===== config.mk =====
export PLATFORM = sky130hd
export DESIGN_NAME = external_pin_interrupt_unit
export DESIGN_NICKNAME = d
export VERILOG_FILES = /design/src/rtl/external_pin_interrupt_unit.v
export VERILOG_INCLUDE_DIRS = /design/src /design/src/rtl
export SDC_FILE = /design/constraint.sdc
export NUM_CORES = 1
export LEC_CHECK = 0
export BUFFER_PORTS_ARGS = -buffer_cell sky130_fd_sc_hd__clkbuf_2
export CELL_PAD_IN_SITES_DETAIL_PLACEMENT = 1
export CELL_PAD_IN_SITES_GLOBAL_PLACEMENT = 1
export CORE_MARGIN = 5
export CORE_UTILIZATION = 38
export CTS_CLUSTER_SIZE = 10
export DETAILED_ROUTE_END_ITERATION = 8
export PLACE_DENSITY = 0.74
export SKIP_CTS_REPAIR_TIMING = 1
export SYNTH_ARGS = -nofsm -noshare
export SYNTH_HDL_FRONTEND = slang
export SYNTH_SLANG_ARGS = --single-unit
export TNS_END_PERCENT = 100

===== constraint.sdc =====
create_clock -name clock -period 3 [get_ports clock]
set_input_delay 0 -clock clock [delete_from_list [all_inputs] [get_ports clock]]
set_output_delay 0 -clock clock [all_outputs]
set_load 0.1 [all_outputs]

===== src/rtl/ext_irq_consts.vh =====
// constants for the external pin interrupt unit
`ifndef EXT_IRQ_CONSTS_VH
`define EXT_IRQ_CONSTS_VH
`define ADDR_ENABLE_CTRL 3'h0
`define ADDR_FLAGS       3'h1
`define ADDR_MASK_UPPER  3'h2
`define ADDR_MASK_LOWER  3'h3
`define ADDR_CORE_CTRL   3'h4
`define ADDR_EXT_CTRL    3'h5
`define ADDR_PIN_LEVELS  3'h6
`define BIT_IRQ_ONE      7
`define BIT_IRQ_ZERO     6
`define BIT_IRQ_TWO      5
`define BIT_PC_ONE       4
`define BIT_PC_ZERO      3
`define BIT_VEC_SEL      1
`define BIT_VEC_UNLOCK   0
`define BIT_SENSE_ONE_HI 3
`define BIT_SENSE_ONE_LO 2
`define BIT_SENSE_ZERO_HI 1
`define BIT_SENSE_ZERO_LO 0
`define BIT_SENSE_TWO    0
`define BIT_COMPAT_MODE  7
`define ENABLE_WMASK     8'hfb
`define FLAGS_WMASK      8'hf8
`define CORE_CTRL_WMASK  8'h0f
`define EXT_CTRL_WMASK   8'h81
`define RESET_BYTE       8'h00
`define PIN_SYNC_RESET   2'h3
`define PIN_IDLE_LEVEL   1'b1
`define CORE_CTRL_RESET  4'h0
`define SENSE_LOW        2'h0
`define SENSE_ANY        2'h1
`define SENSE_FALL       2'h2
`define SENSE_RISE       2'h3
`define PULSE_MIN_NS     50
`define CLOCK_PERIOD_NS  8
`define PULSE_MIN_CYCLES ((`PULSE_MIN_NS + `CLOCK_PERIOD_NS - 1) / `CLOCK_PERIOD_NS)
`endif


===== src/rtl/external_pin_interrupt_unit.v =====
// external pin interrupt unit: three dedicated pins, two pin-change groups
//
// The implementer's own choices: strobed register access and the placing of the registers.
`include "ext_irq_consts.vh"
module external_pin_interrupt_unit (
  clock,
  reset,
  address,
  writeData,
  writeStrobe,
  readStrobe,
  readData,
  globalIntEnable,
  irqZeroPin,
  irqOnePin,
  irqTwoPin,
  irqTwoBufferOff,
  pinChangeInputsUpper,
  pinChangeInputsLower,
  irqRequest,
  irqAck,
  vectorTableSelect,
  vectorChangeUnlock
);
  input  wire       clock;
  input  wire       reset;
  input  wire [2:0] address;
  input  wire [7:0] writeData;
  input  wire       writeStrobe;
  input  wire       readStrobe;
  output reg  [7:0] readData;
  input  wire       globalIntEnable;
  input  wire       irqZeroPin;
  input  wire       irqOnePin;
  input  wire       irqTwoPin;
  input  wire       irqTwoBufferOff;
  input  wire [7:0] pinChangeInputsUpper;
  input  wire [7:0] pinChangeInputsLower;
  // bit 4 zero, 3 one, 2 two, 1 group one, 0 group zero
  output wire [4:0] irqRequest;
  input  wire [4:0] irqAck;
  output wire       vectorTableSelect;
  output wire       vectorChangeUnlock;

  reg  [7:0] enableCtrl_r;
  reg  [7:0] flags_r;
  reg  [7:0] maskUpper_r;
  reg  [7:0] maskLower_r;
  reg  [3:0] coreCtrl_r;
  reg        senseTwo_r;
  reg        compatMode_r;
  reg  [7:0] readData_nxt;
  reg  [7:0] flags_nxt;

  // two-flop synchronisers; first stage read only by the second
  reg  [1:0] zeroSync_r;
  reg  [1:0] oneSync_r;
  reg  [1:0] twoSync_r;
  reg  [7:0] upperMeta_r;
  reg  [7:0] upperSync_r;
  reg  [7:0] lowerMeta_r;
  reg  [7:0] lowerSync_r;
  reg        zeroPrev_r;
  reg        onePrev_r;
  reg        twoPrev_r;
  reg  [7:0] upperPrev_r;
  reg  [7:0] lowerPrev_r;

  wire       zeroLevel = zeroSync_r[1];
  wire       oneLevel  = oneSync_r[1];
  // a disabled input buffer reads as low, which can look like an edge
  wire       twoLevel  = twoSync_r[1] & ~irqTwoBufferOff;
  wire [1:0] senseZero = coreCtrl_r[`BIT_SENSE_ZERO_HI:`BIT_SENSE_ZERO_LO];
  wire [1:0] senseOne  = coreCtrl_r[`BIT_SENSE_ONE_HI:`BIT_SENSE_ONE_LO];

  function edge_hit;
    input [1:0] sense;
    input       now;
    input       prev;
    begin
      case (sense)
        `SENSE_ANY:  edge_hit = now ^ prev;
        `SENSE_FALL: edge_hit = prev & ~now;
        `SENSE_RISE: edge_hit = now & ~prev;
        default:     edge_hit = 1'b0;
      endcase
    end
  endfunction

  // pin two has one sense bit: one picks rising, zero picks falling
  function two_edge_hit;
    input sel;
    input now;
    input prev;
    begin
      if (sel) begin
        two_edge_hit = now & ~prev;
      end else begin
        two_edge_hit = prev & ~now;
      end
    end
  endfunction

  // any masked-in pin that toggled since the last clock
  function group_change;
    input       groupEn;
    input [7:0] now;
    input [7:0] prev;
    input [7:0] mask;
    begin
      group_change = groupEn & (|((now ^ prev) & mask));
    end
  endfunction

  // a request needs the core's global flag and its own enable
  function gate_request;
    input globalEn;
    input localEn;
    input pending;
    begin
      gate_request = globalEn & localEn & pending;
    end
  endfunction

  // masks live in extended space, so compat mode reads them as zero
  function [7:0] hide_mask;
    input       active;
    input [7:0] mask;
    begin
      hide_mask = active ? mask : 8'h00;
    end
  endfunction

  wire zeroLevelMode = (senseZero == `SENSE_LOW);
  wire oneLevelMode  = (senseOne == `SENSE_LOW);
  wire zeroEvent = edge_hit(senseZero, zeroLevel, zeroPrev_r);
  wire oneEvent  = edge_hit(senseOne, oneLevel, onePrev_r);
  // pins are sensed whatever their direction, so software can trigger
  wire twoEvent  = two_edge_hit(senseTwo_r, twoLevel, twoPrev_r);
  wire pcActive  = ~compatMode_r;
  wire upperEvent = pcActive &
                    group_change(enableCtrl_r[`BIT_PC_ONE], upperSync_r, upperPrev_r,
                                 maskUpper_r);
  wire lowerEvent = pcActive &
                    group_change(enableCtrl_r[`BIT_PC_ZERO], lowerSync_r, lowerPrev_r,
                                 maskLower_r);

  always @(posedge clock or posedge reset) begin
    if (reset) begin
      zeroSync_r <= `PIN_SYNC_RESET;
      zeroPrev_r <= `PIN_IDLE_LEVEL;
    end else begin
      zeroSync_r <= {zeroSync_r[0], irqZeroPin};
      zeroPrev_r <= zeroLevel;
    end
  end

  always @(posedge clock or posedge reset) begin
    if (reset) begin
      oneSync_r <= `PIN_SYNC_RESET;
      onePrev_r <= `PIN_IDLE_LEVEL;
    end else begin
      oneSync_r <= {oneSync_r[0], irqOnePin};
      onePrev_r <= oneLevel;
    end
  end

  always @(posedge clock or posedge reset) begin
    if (reset) begin
      twoSync_r <= `PIN_SYNC_RESET;
      twoPrev_r <= `PIN_IDLE_LEVEL;
    end else begin
      // a 50 ns pulse spans several 8 ns periods, so sampling cannot miss it
      twoSync_r <= {twoSync_r[0], irqTwoPin};
      twoPrev_r <= twoLevel;
    end
  end

  always @(posedge clock or posedge reset) begin
    if (reset) begin
      upperMeta_r <= `RESET_BYTE;
      upperSync_r <= `RESET_BYTE;
      upperPrev_r <= `RESET_BYTE;
    end else begin
      upperMeta_r <= pinChangeInputsUpper;
      upperSync_r <= upperMeta_r;
      upperPrev_r <= upperSync_r;
    end
  end

  always @(posedge clock or posedge reset) begin
    if (reset) begin
      lowerMeta_r <= `RESET_BYTE;
      lowerSync_r <= `RESET_BYTE;
      lowerPrev_r <= `RESET_BYTE;
    end else begin
      lowerMeta_r <= pinChangeInputsLower;
      lowerSync_r <= lowerMeta_r;
      lowerPrev_r <= lowerSync_r;
    end
  end

  wire flagWrite = writeStrobe & (address == `ADDR_FLAGS);
  wire enableWrite    = writeStrobe & (address == `ADDR_ENABLE_CTRL);
  wire maskUpperWrite = writeStrobe & (address == `ADDR_MASK_UPPER);
  wire maskLowerWrite = writeStrobe & (address == `ADDR_MASK_LOWER);
  wire coreCtrlWrite  = writeStrobe & (address == `ADDR_CORE_CTRL);
  wire extCtrlWrite   = writeStrobe & (address == `ADDR_EXT_CTRL);
  wire [7:0] clearBits = flagWrite ? (writeData & `FLAGS_WMASK) : 8'h00;
  wire [7:0] ackBits = {irqAck[3], irqAck[4], irqAck[2], irqAck[1], irqAck[0], 3'h0};
  wire [7:0] setBits = {oneEvent, zeroEvent, twoEvent, upperEvent, lowerEvent, 3'h0};
  wire [7:0] keptBits = flags_r & ~clearBits & ~ackBits;

  always @* begin
    // set wins over a clear in the same cycle
    flags_nxt = (keptBits | setBits) & `FLAGS_WMASK;
    if (zeroLevelMode) begin
      flags_nxt[`BIT_IRQ_ZERO] = 1'b0;
    end
    if (oneLevelMode) begin
      flags_nxt[`BIT_IRQ_ONE] = 1'b0;
    end
  end

  always @(posedge clock or posedge reset) begin
    if (reset) begin
      flags_r <= `RESET_BYTE;
    end else begin
      flags_r <= flags_nxt;
    end
  end

  always @(posedge clock or posedge reset) begin
    if (reset) begin
      enableCtrl_r <= `RESET_BYTE;
    end else if (enableWrite) begin
      enableCtrl_r <= writeData & `ENABLE_WMASK;
    end
  end

  // mask writes are dropped while compat mode hides the masks
  always @(posedge clock or posedge reset) begin
    if (reset) begin
      maskUpper_r <= `RESET_BYTE;
    end else if (maskUpperWrite && pcActive) begin
      maskUpper_r <= writeData;
    end
  end

  always @(posedge clock or posedge reset) begin
    if (reset) begin
      maskLower_r <= `RESET_BYTE;
    end else if (maskLowerWrite && pcActive) begin
      maskLower_r <= writeData;
    end
  end

  always @(posedge clock or posedge reset) begin
    if (reset) begin
      coreCtrl_r <= `CORE_CTRL_RESET;
    end else if (coreCtrlWrite) begin
      coreCtrl_r <= writeData[3:0];
    end
  end

  always @(posedge clock or posedge reset) begin
    if (reset) begin
      senseTwo_r   <= 1'b0;
      compatMode_r <= 1'b0;
    end else if (extCtrlWrite) begin
      senseTwo_r   <= writeData[`BIT_SENSE_TWO];
      compatMode_r <= writeData[`BIT_COMPAT_MODE];
    end
  end

  always @* begin
    readData_nxt = 8'h00;
    case (address)
      `ADDR_ENABLE_CTRL: readData_nxt = enableCtrl_r;
      `ADDR_FLAGS:       readData_nxt = flags_r;
      `ADDR_MASK_UPPER:  readData_nxt = hide_mask(pcActive, maskUpper_r);
      `ADDR_MASK_LOWER:  readData_nxt = hide_mask(pcActive, maskLower_r);
      `ADDR_CORE_CTRL:   readData_nxt = {4'h0, coreCtrl_r};
      `ADDR_EXT_CTRL:    readData_nxt = {compatMode_r, 6'h00, senseTwo_r};
      `ADDR_PIN_LEVELS:  readData_nxt = {5'h00, twoLevel, oneLevel, zeroLevel};
      default:           readData_nxt = 8'h00;
    endcase
  end

  always @(posedge clock or posedge reset) begin
    if (reset) begin
      readData <= 8'h00;
    end else if (readStrobe) begin
      readData <= readData_nxt;
    end else begin
      readData <= 8'h00;
    end
  end

  // level mode asks for service while the pin stays low
  wire zeroPending = zeroLevelMode ? ~zeroLevel : flags_r[`BIT_IRQ_ZERO];
  wire onePending  = oneLevelMode ? ~oneLevel : flags_r[`BIT_IRQ_ONE];

  assign irqRequest[4] = gate_request(globalIntEnable, enableCtrl_r[`BIT_IRQ_ZERO],
                                      zeroPending);
  assign irqRequest[3] = gate_request(globalIntEnable, enableCtrl_r[`BIT_IRQ_ONE],
                                      onePending);
  assign irqRequest[2] = gate_request(globalIntEnable, enableCtrl_r[`BIT_IRQ_TWO],
                                      flags_r[`BIT_IRQ_TWO]);
  // pin-change requests also vanish while compat mode hides the masks
  assign irqRequest[1] = gate_request(globalIntEnable, enableCtrl_r[`BIT_PC_ONE],
                                      flags_r[`BIT_PC_ONE] & pcActive);
  assign irqRequest[0] = gate_request(globalIntEnable, enableCtrl_r[`BIT_PC_ZERO],
                                      flags_r[`BIT_PC_ZERO] & pcActive);
  assign vectorTableSelect  = enableCtrl_r[`BIT_VEC_SEL];
  assign vectorChangeUnlock = enableCtrl_r[`BIT_VEC_UNLOCK];
endmodule // external_pin_interrupt_unit


=== Yosys cells after proc, flatten, opt, wreduce, memory -nomap -nowiden ===
Cells that the tools add are included.

* Bits in registers: 99
* Output and inout bits: 15

* Eq/ne operators: 12
* Reductions and logical operators: 7
* Multiplexer cells: 12
* Bitwise logic cells: 48

{| class="wikitable"
|+ Operators with widths
! kind !! count
|-
| $pmux W8 S7 || 1
|-
| $and A8 B8 Y8 || 4
|-
| $mux W8 || 4
|-
| $and A1 B1 Y1 || 29
|-
| $not A8 Y8 || 2
|-
| $reduce_or A8 Y1 || 2
|-
| $xor A8 B8 Y8 || 2
|-
| $eq A3 B3 Y1 const B || 3
|-
| $eq A2 B2 Y1 const B || 4
|-
| $not A1 Y1 || 8
|-
| $or A8 B8 Y8 || 1
|-
| $eq A3 B2 Y1 const B || 2
|-
| $pmux W1 S3 || 2
|-
| $mux W1 || 5
|-
| $eq A2 B1 Y1 const B || 2
|-
| $logic_not A2 Y1 || 2
|-
| $eq A3 B1 Y1 const B || 1
|-
| $logic_not A3 Y1 || 1
|-
| $logic_and A1 B1 Y1 || 2
|-
| $xor A1 B1 Y1 || 2
|}

=== Longest topological paths before layout ===
* Depth in word-level cells: 8
* Gate-level depth with buffers: 6
* Gate-level depth less buffers: 5

=== Least setup slack after synthesis ===
OpenSTA, ideal clock, no wires.

* Kind: flip-flop to output port
* Start point: register coreCtrl_r[1]
* End point: output irqRequest[4]
* Cell stages (with the launch flop): 4
* Data required time: 3.000 ns
* Arrival: 2.855 ns
* Slack: 0.145 ns
* Cells stage by stage: dfrtp_1 -> nor2_1 -> nor2_1 -> a211oi_1

* Longest elaborated chain between the ends: 3

{| class="wikitable"
|+ Ends and longest elaborated chain
! item !! RTL line !! source
|-
| start: declaration || external_pin_interrupt_unit.v:49 || <nowiki>reg [3:0] coreCtrl_r;</nowiki>
|-
| start signal: assignment || external_pin_interrupt_unit.v:260 || <nowiki>coreCtrl_r <= `CORE_CTRL_RESET;</nowiki>
|-
| start signal: assignment || external_pin_interrupt_unit.v:262 || <nowiki>coreCtrl_r <= writeData[3:0];</nowiki>
|-
| $logic_not A2 Y1 (no source line) || -- ||
|-
| $mux W1 || external_pin_interrupt_unit.v:301 || <nowiki>wire zeroPending = zeroLevelMode ? ~zeroLevel : flags_r[`BIT_IRQ_ZERO];</nowiki>
|-
| $and A1 B1 Y1 || external_pin_interrupt_unit.v:121 || <nowiki>gate_request = globalEn & localEn & pending;</nowiki>
|-
| end: declaration || external_pin_interrupt_unit.v:40 || <nowiki>output wire [4:0] irqRequest;</nowiki>
|}

Every way passes these cells.

=== Worst setup path after layout ===
* Start point: register coreCtrl_r[0]
* End point: output irqRequest[4]

The elaborated chain is that of the path after synthesis.

==> metrics.cfg <==
[die]
initial_core_util_pct=39.1
die-height_um=111
core_area_mm2=0.00982
pin_count=56
die_w_um=111
die-area_mm2=0.0122
rows=36

[global_route]
grt_pass1_vias=2568
grt_overflow_total=0
grt_max_degree=42
grt_pass1_wl_um=13900
grt_usage_pct=14.4
antenna_found_initial=0

[cts]
cts_sinks=99
cts_tree=built
insertion_delay_ns=0.36
path_clk_slew_ns=0.10
htree_num_levels=3
cts.path.max_buffers=2
clockRootBuffer=clkbuf_8
numCtsBuffers=9

[sta]
worstMarginPinSlew_ns=0.786
post-route-period-util_pct=61.1
rsz0062_at_grt=false
slew_headroom_pct=47.6
clock-skew-final_ns=0.0122
hold_viol=0
slew_viol_final=0
setup_viol_count_final=0
fin_setup_tns_ns=0
fmax_ghz=0.546
fin_crit_ns=1.83

[setup_path]
cp-end-kind=primary output
crit_chain=nor2_1, nor2_1, a211oi_1, clkbuf_2
slowest_delay_ns=0.49
crit_fanout=5
required_ns=3.00
path_class=reg2out
cpMostUsedCell=nor2_1
arrival_ns=1.83
crit_slowest_cell=clkbuf_2
cp-start-kind=register

[yosys]
ys_ff_latch=99
synthArstFlopShare_pct=100
synth.yosys.seq_area_share_pct=64.8
avgSynthCellArea_um2=14.7
synthDistinctLibCells=43
yosysTopAreaCell=dfrtp_1
ys_warn_count=0
synthTopCellsByArea=dfrtp_1 (59%), mux2_2 (8.8%), dfstp_2 (6.2%)
syn_area_mm2=0.00384
synth_flop_cell=dfrtp_1
synth_edf_count=0
synth_nets=306
synthCells=261
synth_top_area_share_pct=58.6

[pwr]
seq_power_share_pct=52.2
power.total_uw=3160
pwr-share-clk_pct=28.3
ir_worst_vdd_mv=0.338
switching_power_uw=992
internal_power_uw=2170
power_frac_comb_pct=19.5
switching_share_pct=31.4
p_per_area_mw_per_mm2=663
p_leak_uw=0.00219

[finish]
fillers=1027
fin_nets=398
area_growth_pct=24.2
final_common_cell=dfrtp_1
seq_area_mm2=0.00249
stdcell_area_mm2=0.00477
antennaDiodeCount=0
final_cell_mix=dfrtp_1 (90), clkbuf_2 (55), dlygate4sd3_1 (31)
drive_above_1_share_pct=34.4
multiInputGateArea_mm2=0.00127

[drt]
ant_nets=0
dr.pass1.iters=4
drc=0
drt_iter0_drc=88
num_vias=2381
wire_per_inst_um=17.8
wl_um=8750
via_per_inst=4.85

[outcome]
status=finished, final reports clean

[place]
dp_hpwl_um=6070
placement.cell_area_mm2=0.00425
gp_congestion=0.796
port-buffer-count=55

[min_path]
hold_path.class=in2reg

[flow_run]
cap_violations=0

## synth_stat cells, types with 2 or more instances
cell / number
a211o_1: 2
a211oi_1: 2
a21oi_1: 5
a22oi_1: 10
a31o_2: 2
and2_1: 2
and3_1: 4
buf_2: 3
buf_6: 2
dfrtp_1: 90
dfstp_2: 9
ha_1: 4
inv_1: 8
mux2_2: 30
mux2i_1: 12
nand2_1: 5
nand2b_1: 5
nand3_1: 5
nand3b_1: 4
nand4_1: 2
nor2_1: 10
nor2b_1: 2
nor4b_4: 2
o21ai_0: 2
o22a_1: 3
o32a_1: 4
xor2_1: 16
## final cells by class
type,count,area share [%]
clock buffer,10,2.88
sequential,99,52.2
timing repair buffer,88,12.6
tap,133,3.49
clock inverter,6,1.49
inverter,8,0.682
multi-input combinational,147,26.7
## per-stage QoR
step	utilization (%)	hold slack, ns	worst slack, ns	instances
floorplan	-	0.00448	0.145	261
global placement	43.3	0.0654	1.31	444
detailed placement	43.3	0.0749	1.27	444
CTS	45.4	-0.325	1.20	460
global route	48.6	0.101	1.03	491
finish	48.6	0.0896	1.17	491
## power groups by stage
stage	Combinational (µW)	Clock [µW]	Sequential, µW
2_1_floorplan	361	0	1720
3_3_place_gp	571	0	1670
3_5_place_dp	584	0	1680
4_1_cts	589	913	1650
5_1_grt	671	982	1670
6_report	617	896	1650
## sequential cells by signal (all words and copies together) (netlist names), 2 cells and up
register      count
coreCtrl_r        4
readData          8
oneSync_r         2
lowerSync_r       8
upperMeta_r       8
flags_r           5
zeroSync_r        2
upperSync_r       8
maskUpper_r       8
upperPrev_r       8
enableCtrl_r      7
lowerMeta_r       8
twoSync_r         2
maskLower_r       8
lowerPrev_r       8
## worst max-delay path: cells and delay by family, from the launching register on
family	cells	cell delay (ns)
buffers and inverters	1	0.49
AOI/OAI and AO/OA	1	0.22
DFF	1	0.46
and+or+nand+nor	2	0.30
## path summary, 6_finish.rpt
path                       slack (ns)                    endpoint  cells past startpoint                      start
max                              1.17               irqRequest[4]                      4  coreCtrl_r[0]$_DFFE_PP0P_
min                              0.09        flags_r[6]$_DFF_PP0_                      5                  irqAck[4]
max reg2reg                      1.25  maskUpper_r[6]$_DFFE_PP0P_                      4   compatMode_r$_DFFE_PP0P_
min reg2reg                      0.35    lowerSync_r[5]$_DFF_PP0_                      0   lowerMeta_r[5]$_DFF_PP0_
max in group asynchronous        1.95        zeroPrev_r$_DFF_PP1_                      4                      reset
min in group asynchronous        0.21    lowerSync_r[6]$_DFF_PP0_                      3                      reset
## per-layer routing
| metal | vias to the layer above | global-route usage (%) | wire length, µm |
|---|---|---|---|
| met5 | - | 0 | 0 |
| met4 | 0 | 4.11 | 95 |
| met2 | 49 | 22.9 | 4340 |
| met1 | 1211 | 19.0 | 3970 |
| met3 | 9 | 4.60 | 339 |
| li1 | 1112 | - | - |
## cells by family (layout without fill, tap and decap cells)
family	count (synthesis)	in the layout	share of synthesized area, %
compound gates	37	37	7.26
xor+xnor	16	16	3.65
fa+ha+maj	4	4	1.30
buf+inv	15	112	2.05
flops	99	99	64.8
mux	42	42	11.9
simple gates	48	48	9.02
Note: power is estimated with default switching activity, not from simulation.
